`src/common/sacc_cfg.svh`:
```
/*
  Register offsets, field positions, reset values and timing counts for the
  converter control block. Assumes a 32-bit APB slave with word-aligned registers.
*/
`ifndef SACC_CFG_SVH
`define SACC_CFG_SVH

// ----------------------------------------------------------------------------
// Register byte offsets
// ----------------------------------------------------------------------------
`define SACC_OFF_SEL   12'h000
`define SACC_OFF_CTLA  12'h004
`define SACC_OFF_CTLB  12'h008
`define SACC_OFF_RESL  12'h00C
`define SACC_OFF_RESH  12'h010
`define SACC_OFF_APPL  12'h014

// ----------------------------------------------------------------------------
// Field positions
// ----------------------------------------------------------------------------
`define SACC_SEL_REF_LSB 6
`define SACC_CTLA_EN     7
`define SACC_CTLA_START  6
`define SACC_CTLA_ATE    5
`define SACC_CTLA_FLAG   4
`define SACC_CTLB_LAR    4

// ----------------------------------------------------------------------------
// Reset values and timing counts in ADC clock half cycles, except the sync count in pclk cycles
// ----------------------------------------------------------------------------
`define SACC_SEL_RST     8'h00
`define SACC_TEMP_CODE   6'h22
`define SACC_FREE_SRC    3'h0
`define SACC_HALF_NORM   26
`define SACC_HALF_FIRST  50
`define SACC_SMP_NORM    3
`define SACC_SMP_FIRST   27
`define SACC_SMP_AUTO    4
`define SACC_HALF_AUTO   27
`define SACC_SYNC_CPU    3

`endif

```
`src/common/sacc_pkg.sv`:
```
/*
  Types shared by the converter control block. Assumes sacc_cfg.svh holds the numbers.
*/
package sacc_pkg;
  typedef enum logic [1:0] {
    SACC_IDLE = 2'b00,
    SACC_WAIT = 2'b01,
    SACC_CONV = 2'b11
  } sacc_state_e;
endpackage

```
`src/rtl/sacc_ctrl.sv`:
```
/*
  Digital control of a 10-bit successive approximation converter, reached over APB.
  Assumes the analog core returns a code at completion and that triggers come from
  logic on pclk.
*/
// Local design decisions: the APB register port and the address map.
// Overview of operation
// Result right-justified, left when adjust set.
// Two-bit reference field picks voltage reference.
// Six-bit channel and gain selection field.
// Code 100010 routes the temperature sensor.
// Selections reach converter only when enabled.
// Low byte read locks result updates.
// High byte read unlocks result updates.
// Complete flag sets even on discarded results.
// Start bit begins conversion, clears on finish.
// Channel change waits for current conversion.
// Trigger rising edge resets prescaler, starts.
// Edges during conversion ignored; level never restarts.
// Software clears trigger flag before next event.
// Own complete flag source free-runs conversions.
// Start write works with auto-trigger; busy reads one.
// Prescaler runs only while enabled.
// Start write begins at next ADC clock edge.
// 13 cycles normal, 25 first, sampling 1.5/13.5.
// Completion writes result, flag, clears start.
// Auto-trigger samples at 2, finishes 13.5; code counts from zero, sampling at 2.5 and finishing at 14.
// Free running samples 2.5, spans 14 cycles.
// Software keeps ADC clock 50 to 200 kHz.
// Selection frozen during conversion, tracks late.
// Prescaler divides by power of two.
`timescale 1ns/1ps
`include "sacc_cfg.svh"

module sacc_ctrl
  import sacc_pkg::*;
#(
  parameter int RES_W = 10
) (
  // APB slave
  input  wire logic        pclk,
  input  wire logic        presetn,
  input  wire logic        psel,
  input  wire logic        penable,
  input  wire logic        pwrite,
  input  wire logic [11:0] paddr,
  input  wire logic [31:0] pwdata,
  output logic      [31:0] prdata,
  output logic             pready,
  output logic             pslverr,
  // Trigger sources, same clock
  input  wire logic [7:0]  trig_src,
  // Analog core
  input  wire logic [9:0]  conv_code,
  output logic      [1:0]  ana_ref_sel,
  output logic      [5:0]  ana_chan_sel,
  output logic             ana_gain_20x,
  output logic             ana_temp_sel,
  output logic             ana_diff,
  output logic             ana_enable,
  output logic             ana_sample,
  output logic             conv_done
);

  // --------------------------------------------------------------------------
  // Registers
  // --------------------------------------------------------------------------
  logic [7:0]  sel_q;
  logic [7:0]  sel_buf_q;
  logic        en_q, ate_q, flag_q, start_q, lar_q, lock_q, first_q;
  logic [2:0]  ps_q;
  logic [2:0]  ts_q;
  logic [6:0]  div_q;
  logic        half_q;
  logic [5:0]  hcnt_q;
  logic [5:0]  hend_q;
  logic [5:0]  hsmp_q;
  logic [1:0]  sync_q;
  logic        trig_prev_q;
  logic [9:0]  res_q;
  sacc_state_e st_q;

  // --------------------------------------------------------------------------
  // Bus decode
  // --------------------------------------------------------------------------
  wire acc      = psel & penable;
  wire wr       = acc & pwrite;
  wire rd       = acc & ~pwrite;
  wire hit_sel  = paddr == `SACC_OFF_SEL;
  wire hit_ctla = paddr == `SACC_OFF_CTLA;
  wire hit_ctlb = paddr == `SACC_OFF_CTLB;
  wire hit_resl = paddr == `SACC_OFF_RESL;
  wire hit_resh = paddr == `SACC_OFF_RESH;
  wire hit_any  = hit_sel | hit_ctla | hit_ctlb | hit_resl | hit_resh;
  wire wr_ctla  = wr & hit_ctla;

  // --------------------------------------------------------------------------
  // Prescaler and ADC clock half-cycle enable
  // --------------------------------------------------------------------------
  function automatic logic [6:0] div_mask(input logic [2:0] ps);
    div_mask = (ps == 3'h0) ? 7'h00 : 7'(7'h7F >> (3'h7 - ps));
  endfunction

  wire       trig_sel   = trig_src[ts_q];
  wire       trig_edge  = trig_sel & ~trig_prev_q;
  wire       free_mode  = ts_q == `SACC_FREE_SRC;
  wire       auto_fire  = en_q & ate_q & ~free_mode & trig_edge & (st_q == SACC_IDLE);
  wire [6:0] msk        = div_mask(ps_q);
  wire       half_tick  = en_q & (((div_q & msk) == msk) | (ps_q == 3'h0));
  wire       rise_tick  = half_tick & half_q;
  wire       done_tick  = (st_q == SACC_CONV) & half_tick & (hcnt_q == hend_q);
  wire       free_again = en_q & ate_q & free_mode;
  wire       write_res  = done_tick & ~lock_q;
  wire [9:0] code       = conv_code[RES_W-1:0];
  wire [15:0] res_pack  = lar_q ? {code, 6'h00} : {6'h00, code};

  always_ff @(posedge pclk or negedge presetn) begin
    if (!presetn) begin
      div_q  <= 7'h00;
      half_q <= 1'b0;
    end else if (!en_q || auto_fire) begin
      div_q  <= 7'h00;
      half_q <= 1'b0;
    end else if (half_tick) begin
      div_q  <= 7'h00;
      half_q <= ~half_q;
    end else begin
      div_q  <= div_q + 7'h01;
    end
  end

  // --------------------------------------------------------------------------
  // Conversion sequencer
  // --------------------------------------------------------------------------
  always_ff @(posedge pclk or negedge presetn) begin
    if (!presetn) begin
      st_q        <= SACC_IDLE;
      hcnt_q      <= 6'h00;
      hend_q      <= 6'h00;
      hsmp_q      <= 6'h00;
      sync_q      <= 2'h0;
      first_q     <= 1'b1;
      trig_prev_q <= 1'b0;
    end else begin
      trig_prev_q <= trig_sel;
      if (!en_q) begin
        st_q    <= SACC_IDLE;
        first_q <= 1'b1;
      end else begin
        case (st_q)
          SACC_IDLE: begin
            if (auto_fire) begin
              st_q   <= SACC_WAIT;
              sync_q <= 2'(`SACC_SYNC_CPU - 1);
              hend_q <= 6'(first_q ? `SACC_HALF_FIRST : `SACC_HALF_AUTO);
              hsmp_q <= 6'(first_q ? `SACC_SMP_FIRST : `SACC_SMP_AUTO);
              hcnt_q <= 6'h00;
            end else if (start_q && rise_tick) begin
              st_q   <= SACC_CONV;
              hend_q <= 6'(first_q ? `SACC_HALF_FIRST : `SACC_HALF_NORM);
              hsmp_q <= 6'(first_q ? `SACC_SMP_FIRST : `SACC_SMP_NORM);
              hcnt_q <= 6'h01;
            end
          end
          SACC_WAIT: begin
            if (sync_q == 2'h0) begin
              st_q <= SACC_CONV;
            end else begin
              sync_q <= sync_q - 2'h1;
            end
          end
          SACC_CONV: begin
            if (done_tick) begin
              first_q <= 1'b0;
              if (free_again) begin
                // Counting from one gives the full 28 half cycles, sampling on the fifth.
                hcnt_q <= 6'h01;
                hend_q <= 6'(`SACC_HALF_NORM + 2);
                hsmp_q <= 6'(`SACC_SMP_NORM + 2);
              end else begin
                st_q <= SACC_IDLE;
              end
            end else if (half_tick) begin
              hcnt_q <= hcnt_q + 6'h01;
            end
          end
          default: st_q <= SACC_IDLE;
        endcase
      end
    end
  end

  // --------------------------------------------------------------------------
  // Control and status registers
  // --------------------------------------------------------------------------
  always_ff @(posedge pclk or negedge presetn) begin
    if (!presetn) begin
      sel_q   <= `SACC_SEL_RST;
      en_q    <= 1'b0;
      ate_q   <= 1'b0;
      ps_q    <= 3'h0;
      ts_q    <= 3'h0;
      lar_q   <= 1'b0;
      start_q <= 1'b0;
      flag_q  <= 1'b0;
      lock_q  <= 1'b0;
      res_q   <= 10'h000;
    end else begin
      if (wr && hit_sel) begin
        sel_q <= pwdata[7:0];
      end
      if (wr && hit_ctlb) begin
        lar_q <= pwdata[`SACC_CTLB_LAR];
        ts_q  <= pwdata[2:0];
      end
      if (wr_ctla) begin
        en_q  <= pwdata[`SACC_CTLA_EN];
        ate_q <= pwdata[`SACC_CTLA_ATE];
        ps_q  <= pwdata[2:0];
      end
      // Setting wins over a software clear in the same cycle.
      if (done_tick) begin
        flag_q <= 1'b1;
      end else if (wr_ctla && pwdata[`SACC_CTLA_FLAG]) begin
        flag_q <= 1'b0;
      end
      if (wr_ctla && pwdata[`SACC_CTLA_START] && pwdata[`SACC_CTLA_EN]) begin
        start_q <= 1'b1;
      end else if (auto_fire) begin
        start_q <= 1'b1;
      end else if (done_tick && !free_again) begin
        start_q <= 1'b0;
      end else if (!en_q) begin
        start_q <= 1'b0;
      end
      if (write_res) begin
        res_q <= code;
      end
      if (rd && hit_resh) begin
        lock_q <= 1'b0;
      end else if (rd && hit_resl) begin
        lock_q <= 1'b1;
      end
    end
  end

  // --------------------------------------------------------------------------
  // Selection buffer and analog drive
  // --------------------------------------------------------------------------
  wire tracking = (st_q != SACC_CONV) | (hcnt_q >= hend_q - 6'h02);
  wire [15:0] res_view = lar_q ? {res_q, 6'h00} : {6'h00, res_q};

  always_ff @(posedge pclk or negedge presetn) begin
    if (!presetn) begin
      sel_buf_q    <= `SACC_SEL_RST;
      ana_ref_sel  <= 2'h0;
      ana_chan_sel <= 6'h00;
      ana_gain_20x <= 1'b0;
      ana_temp_sel <= 1'b0;
      ana_diff     <= 1'b0;
      ana_enable   <= 1'b0;
      ana_sample   <= 1'b0;
      conv_done    <= 1'b0;
    end else begin
      if (tracking) begin
        sel_buf_q <= sel_q;
      end
      ana_enable   <= en_q;
      ana_ref_sel  <= en_q ? sel_buf_q[`SACC_SEL_REF_LSB +: 2] : 2'h0;
      ana_chan_sel <= en_q ? sel_buf_q[5:0] : 6'h00;
      ana_temp_sel <= en_q & (sel_buf_q[5:0] == `SACC_TEMP_CODE);
      ana_diff     <= en_q & (sel_buf_q[5] | sel_buf_q[4] | sel_buf_q[3]) &
                      (sel_buf_q[5:0] != `SACC_TEMP_CODE);
      ana_gain_20x <= en_q & (sel_buf_q[5] | sel_buf_q[4] | sel_buf_q[3]) &
                      (sel_buf_q[5:0] != `SACC_TEMP_CODE) & sel_buf_q[0];
      ana_sample   <= (st_q == SACC_CONV) & half_tick & (hcnt_q == hsmp_q);
      conv_done    <= done_tick;
    end
  end

  // --------------------------------------------------------------------------
  // APB read path
  // --------------------------------------------------------------------------
  wire [31:0] rd_mux =
      hit_sel  ? {24'h000000, sel_q} :
      hit_ctla ? {24'h000000, en_q, start_q, ate_q, flag_q, 1'b0, ps_q} :
      hit_ctlb ? {24'h000000, 3'h0, lar_q, 1'b0, ts_q} :
      hit_resl ? {24'h000000, res_view[7:0]} :
      hit_resh ? {24'h000000, res_view[15:8]} : 32'h00000000;

  always_ff @(posedge pclk or negedge presetn) begin
    if (!presetn) begin
      prdata  <= 32'h00000000;
      pready  <= 1'b0;
      pslverr <= 1'b0;
    end else begin
      pready  <= psel & ~penable;
      pslverr <= psel & ~penable & ~hit_any;
      prdata  <= rd_mux;
    end
  end

  // --------------------------------------------------------------------------
  // Checks
  // --------------------------------------------------------------------------
  property p_lock_hold;
    @(posedge pclk) disable iff (!presetn)
      (lock_q && done_tick) |=> $stable(res_q);
  endproperty
  a_lock_hold: assert property (p_lock_hold) else $error("result changed while locked");

  property p_unlock;
    @(posedge pclk) disable iff (!presetn)
      (rd && hit_resh) |=> !lock_q;
  endproperty
  a_unlock: assert property (p_unlock) else $error("high byte read did not unlock");

  property p_flag_set;
    @(posedge pclk) disable iff (!presetn)
      done_tick |=> flag_q;
  endproperty
  a_flag_set: assert property (p_flag_set) else $error("complete flag not set");

  property p_start_clear;
    @(posedge pclk) disable iff (!presetn)
      (done_tick && !free_again && !wr_ctla && !auto_fire) |=> !start_q;
  endproperty
  a_start_clear: assert property (p_start_clear) else $error("start bit not cleared");

  property p_busy_start;
    @(posedge pclk) disable iff (!presetn)
      (st_q == SACC_CONV && !done_tick) |-> start_q;
  endproperty
  a_busy_start: assert property (p_busy_start) else $error("start bit low while busy");

  property p_no_edge_busy;
    @(posedge pclk) disable iff (!presetn)
      (st_q == SACC_CONV && trig_edge) |=> (st_q != SACC_WAIT);
  endproperty
  a_no_edge_busy: assert property (p_no_edge_busy) else $error("trigger taken while busy");

  property p_prescale_off;
    @(posedge pclk) disable iff (!presetn)
      !en_q |=> (div_q == 7'h00) && !half_q;
  endproperty
  a_prescale_off: assert property (p_prescale_off) else $error("prescaler ran while disabled");

  property p_auto_sync;
    @(posedge pclk) disable iff (!presetn)
      auto_fire |=> (st_q == SACC_WAIT) [*3] ##1 (st_q == SACC_CONV);
  endproperty
  a_auto_sync: assert property (p_auto_sync) else $error("trigger sync not three cycles");

  property p_temp;
    @(posedge pclk) disable iff (!presetn)
      (en_q && sel_buf_q[5:0] == `SACC_TEMP_CODE) |=> ana_temp_sel;
  endproperty
  a_temp: assert property (p_temp) else $error("temperature sensor not routed");

endmodule

```
`config.mk`:
```
export PLATFORM = sky130hd
export DESIGN_NAME = sacc_ctrl
export DESIGN_NICKNAME = d
export VERILOG_FILES = /design/src/common/sacc_pkg.sv /design/src/rtl/sacc_ctrl.sv
export VERILOG_INCLUDE_DIRS = /design/src /design/src/common
export SDC_FILE = /design/constraint.sdc
export NUM_CORES = 1
export LEC_CHECK = 0
export BUFFER_PORTS_ARGS = -buffer_cell sky130_fd_sc_hd__buf_2
export CORE_MARGIN = 5
export CORE_UTILIZATION = 40
export CTS_CLUSTER_DIAMETER = 100
export DETAILED_ROUTE_END_ITERATION = 7
export SLEW_MARGIN = 20
export SYNTH_ARGS = -nofsm -noshare
export SYNTH_HDL_FRONTEND = slang
export SYNTH_SLANG_ARGS = --single-unit
```
`constraint.sdc`:
```
create_clock -name pclk -period 3.2 [get_ports pclk]
set_clock_uncertainty 0.05 [all_clocks]
set_input_delay 0 -clock pclk [delete_from_list [all_inputs] [get_ports pclk]]
set_output_delay 0 -clock pclk [all_outputs]
set_load 0.03 [all_outputs]
```
==> qor.csv <==
metric,value,unit
post-route setup slack,0.536,ns
first-pass GRT wire length,17800,µm
FF-to-FF End,res_q[7]$_DFFE_PN0P_,
"Cell Area, Synth",4670,µm²
Ys Warns,0,
drt first-iter violations,187,
WS Path Type,reg2reg,
Yosys top cell by area,dfrtp_1,
data required time of the worst path,3.37,ns
Clock Sink Count,91,
Psw,0.000599,W
WP data arrival,2.83,ns
"Max FO, Critical Path",10,
hold path endpoint,prdata[0]$_DFF_PN0_,
Via-to-Cell Ratio,5.21,
number of synthesized flops with an enable pin,0,
share of post-route cells with drive strength above 1,0.252,
crit path buf inv count,0,
outcome,completed,
vias,3511,
RR Startpoint,hcnt_q[2]$_DFFE_PN0P_,
Cells after Synth,429,
Crit path max-delay family,simple AND/OR/NAND/NOR gates,
Register Area,2280,µm²
fmax,0.375,GHz
Total Neg Setup Slack,0,ns
share of total power in the clock network,0.445,
Clock Latency Late Sink,0.34,ns
pwr dens,421,nW/µm²
post-cts resize count,0,
Worst slew margin,0.484,
top_reg_cell synth,dfrtp_1,
setup bufs post-CTS,0,
"Slowest-stage cell, CP",or3_1,
Layout fillers,1064,
final worst path period share,0.833,
worst-margin pin slew,0.773,ns
drt wl/cell,15.6,µm
RSZ-0062 raised after global routing,false,
Layout area overhead,20.8,%
remaining global-route overflow,0,
crit start category,flip-flop,
r2r setup slk,0.54,ns
final slew viol count,0,
drt drc,0,
Initial Util,0.409,
Root Driver,clkbuf_16,
ys async rst share,1.00,
worst reg-to-reg path cell count,6,
Comb power frac,0.064,
Setup crit end kind,flip-flop,
First-pass DRT Iterations,4,
Peak VDD IR,0.275,mV
internal power,0.00177,W
number of global-route vias before repair,3548,
most common cell in the netlist,dfrtp_1,
final hold violations,0,
max cap viols,0,
Clock Path Buffers,2,
hold_buf cts,26,
Die ar.,13900,µm²
largest net degree at the start of global routing,86,
startpoint of the worst hold path,paddr[1],
CP peak stage delay,0.62,ns
Tot GR Track Use,0.153,
antenna violations before repair,0,
Cells on Worst Hold Path,4,
fin crit period,2.66,ns
TritonCTS clock tree,built,
io pins,115,
Num CTS Buffers,9,
Sw Share,0.253,
htree depth,3,
area of the multi-input gates,2190,µm²
Die Wd,118,µm
Leak,2.70,nW
Post-DRT Antenna Nets,0,
ranking of synthesized cells by area,"dfrtp_1 48%, mux2_2 6.3%, buf_4 4.0%, ha_1 3.5%, mux2_4 3.2%",
DIE HEIGHT,118,µm
CTS clock-pin slew for the worst setup and hold paths,0.07,ns
sequential power share,0.492,
HPWL Detailed,7580,µm
top post-synthesis cells by count,"90 x dfrtp_1, 30 x nor2_1, 26 x mux2_2, 26 x nand2_1, 25 x buf_4",
Hold Crit Class,in2reg,
register area share after synthesis,0.488,
Nets,606,
# rows,39,
Cell variety after synth,61,
ANT cells,0,
setup violators final,0,
port buffer count,66,
crit path cell chain,xor2_1 > nor3_2 > nor3b_4 > nand2_2 > or3_1 > mux2_4,
Yosys reg bits,91,
Avg Synthesized Cell Area,10.9,µm²
RePlAce Congestion,0.803,
pre-CTS WS,0.547,ns
core area,11400,µm²
final WL,10500,µm
top cell type's share of synthesized area,0.483,
-- logic make-up (layout without fill, tap and decap cells) --
group / Yosys count / count (layout) / share of synthesized area
and+or+nand+nor: 132 / 132 / 0.151
muxes: 41 / 41 / 0.106
buffers and inverters: 47 / 126 / 0.0601
DFF: 91 / 91 / 0.488
other: 1 / 24 / 0.000804
AOI/OAI and AO/OA: 88 / 88 / 0.129
xor gates and xnor gates: 16 / 16 / 0.0300
adders and majority gates: 13 / 13 / 0.0349
-- worst reg2reg max path: cells and delay by family, from the launching register on --
| kind | cells | cell delay [ns] |
|---|---|---|
| AND/OR/NAND/NOR | 4 | 1.41 |
| flip-flops | 1 | 0.47 |
| multiplexers | 1 | 0.41 |
| XOR/XNOR | 1 | 0.21 |
-- flip-flops by register name (all words and copies together), names as in the netlist, 2 cells and up --
signal / flops
ana_ref_sel: 2
ana_chan_sel: 6
hcnt_q: 6
sync_q: 2
sel_q: 8
ts_q: 3
prdata: 8
div_q: 7
res_q: 10
st_q: 2
sel_buf_q: 8
hend_q: 5
hsmp_q: 4
ps_q: 3
-- layout make-up --
cell class	instances	area share
Clock inverter	7	0.0140
Tap cell	143	0.0317
Timing Repair Buffer	96	0.111
Multi-Input combinational cell	314	0.389
Clock buffer	9	0.0400
Inverter	14	0.00933
Sequential cell	91	0.404
-- layer usage --
layer	wire length [µm]	track usage
met5	0	0
met1	4830	0.212
met2	5060	0.247
met4	98	0.0401
met3	492	0.0264
-- how the worst max path moves through the flow --
stage / depth (start not counted) / start / end / slack [ns]
2_1_floorplan: 7 / hcnt_q[2]$_DFFE_PN0P_ / res_q[0]$_DFFE_PN0P_ / 1.03
3_5_place_dp: 6 / hcnt_q[2]$_DFFE_PN0P_ / res_q[7]$_DFFE_PN0P_ / 0.55
5_1_grt: 6 / hcnt_q[2]$_DFFE_PN0P_ / res_q[7]$_DFFE_PN0P_ / 0.41
6_report: 6 / hcnt_q[2]$_DFFE_PN0P_ / res_q[7]$_DFFE_PN0P_ / 0.54
4_1_cts: 6 / hcnt_q[2]$_DFFE_PN0P_ / res_q[7]$_DFFE_PN0P_ / 0.52
3_3_place_gp: 6 / hcnt_q[2]$_DFFE_PN0P_ / res_q[1]$_DFFE_PN0P_ / 0.60
-- through the flow --
step            util  instance area [µm²]  hold slack, ns  power, W  cells
5_1_grt        0.494                 5640          0.0611   0.00247    674
3_3_place_gp   0.444                 5070           0.143   0.00131    632
3_5_place_dp   0.444                 5070           0.152   0.00132    632
2_1_floorplan      -                 4750          -0.346   0.00127    452
6_report       0.494                 5640          0.0465   0.00237    674
4_1_cts        0.493                 5630          0.0346   0.00240    674
-- cells in the final DEF (no fill, tap or decap), types with 6 or more instances in the layout --
cell / instances
buf_2: 65
xor2_1: 11
nor3_1: 8
nand2b_1: 9
ha_1: 13
o21ai_0: 11
and2_1: 12
mux2_4: 10
conb_1: 24
dfrtp_1: 90
nand3_1: 12
nand2_1: 26
inv_1: 13
a211oi_1: 6
a21oi_1: 21
dlygate4sd3_1: 26
nor2_1: 30
a22oi_1: 6
mux2_2: 26
clkbuf_16: 9
-- power by group through the flow --
stage / Combinational (W) / Clock, W / Sequential (W)
after detailed placement: 0.000127 / 0 / 0.00119
after global routing: 0.000166 / 0.00113 / 0.00117
after floorplan: 0.0000866 / 0 / 0.00119
final: 0.000151 / 0.00105 / 0.00117
after CTS: 0.000152 / 0.00108 / 0.00117
after global placement: 0.000124 / 0 / 0.00119
(Power assumes the default switching activity.)
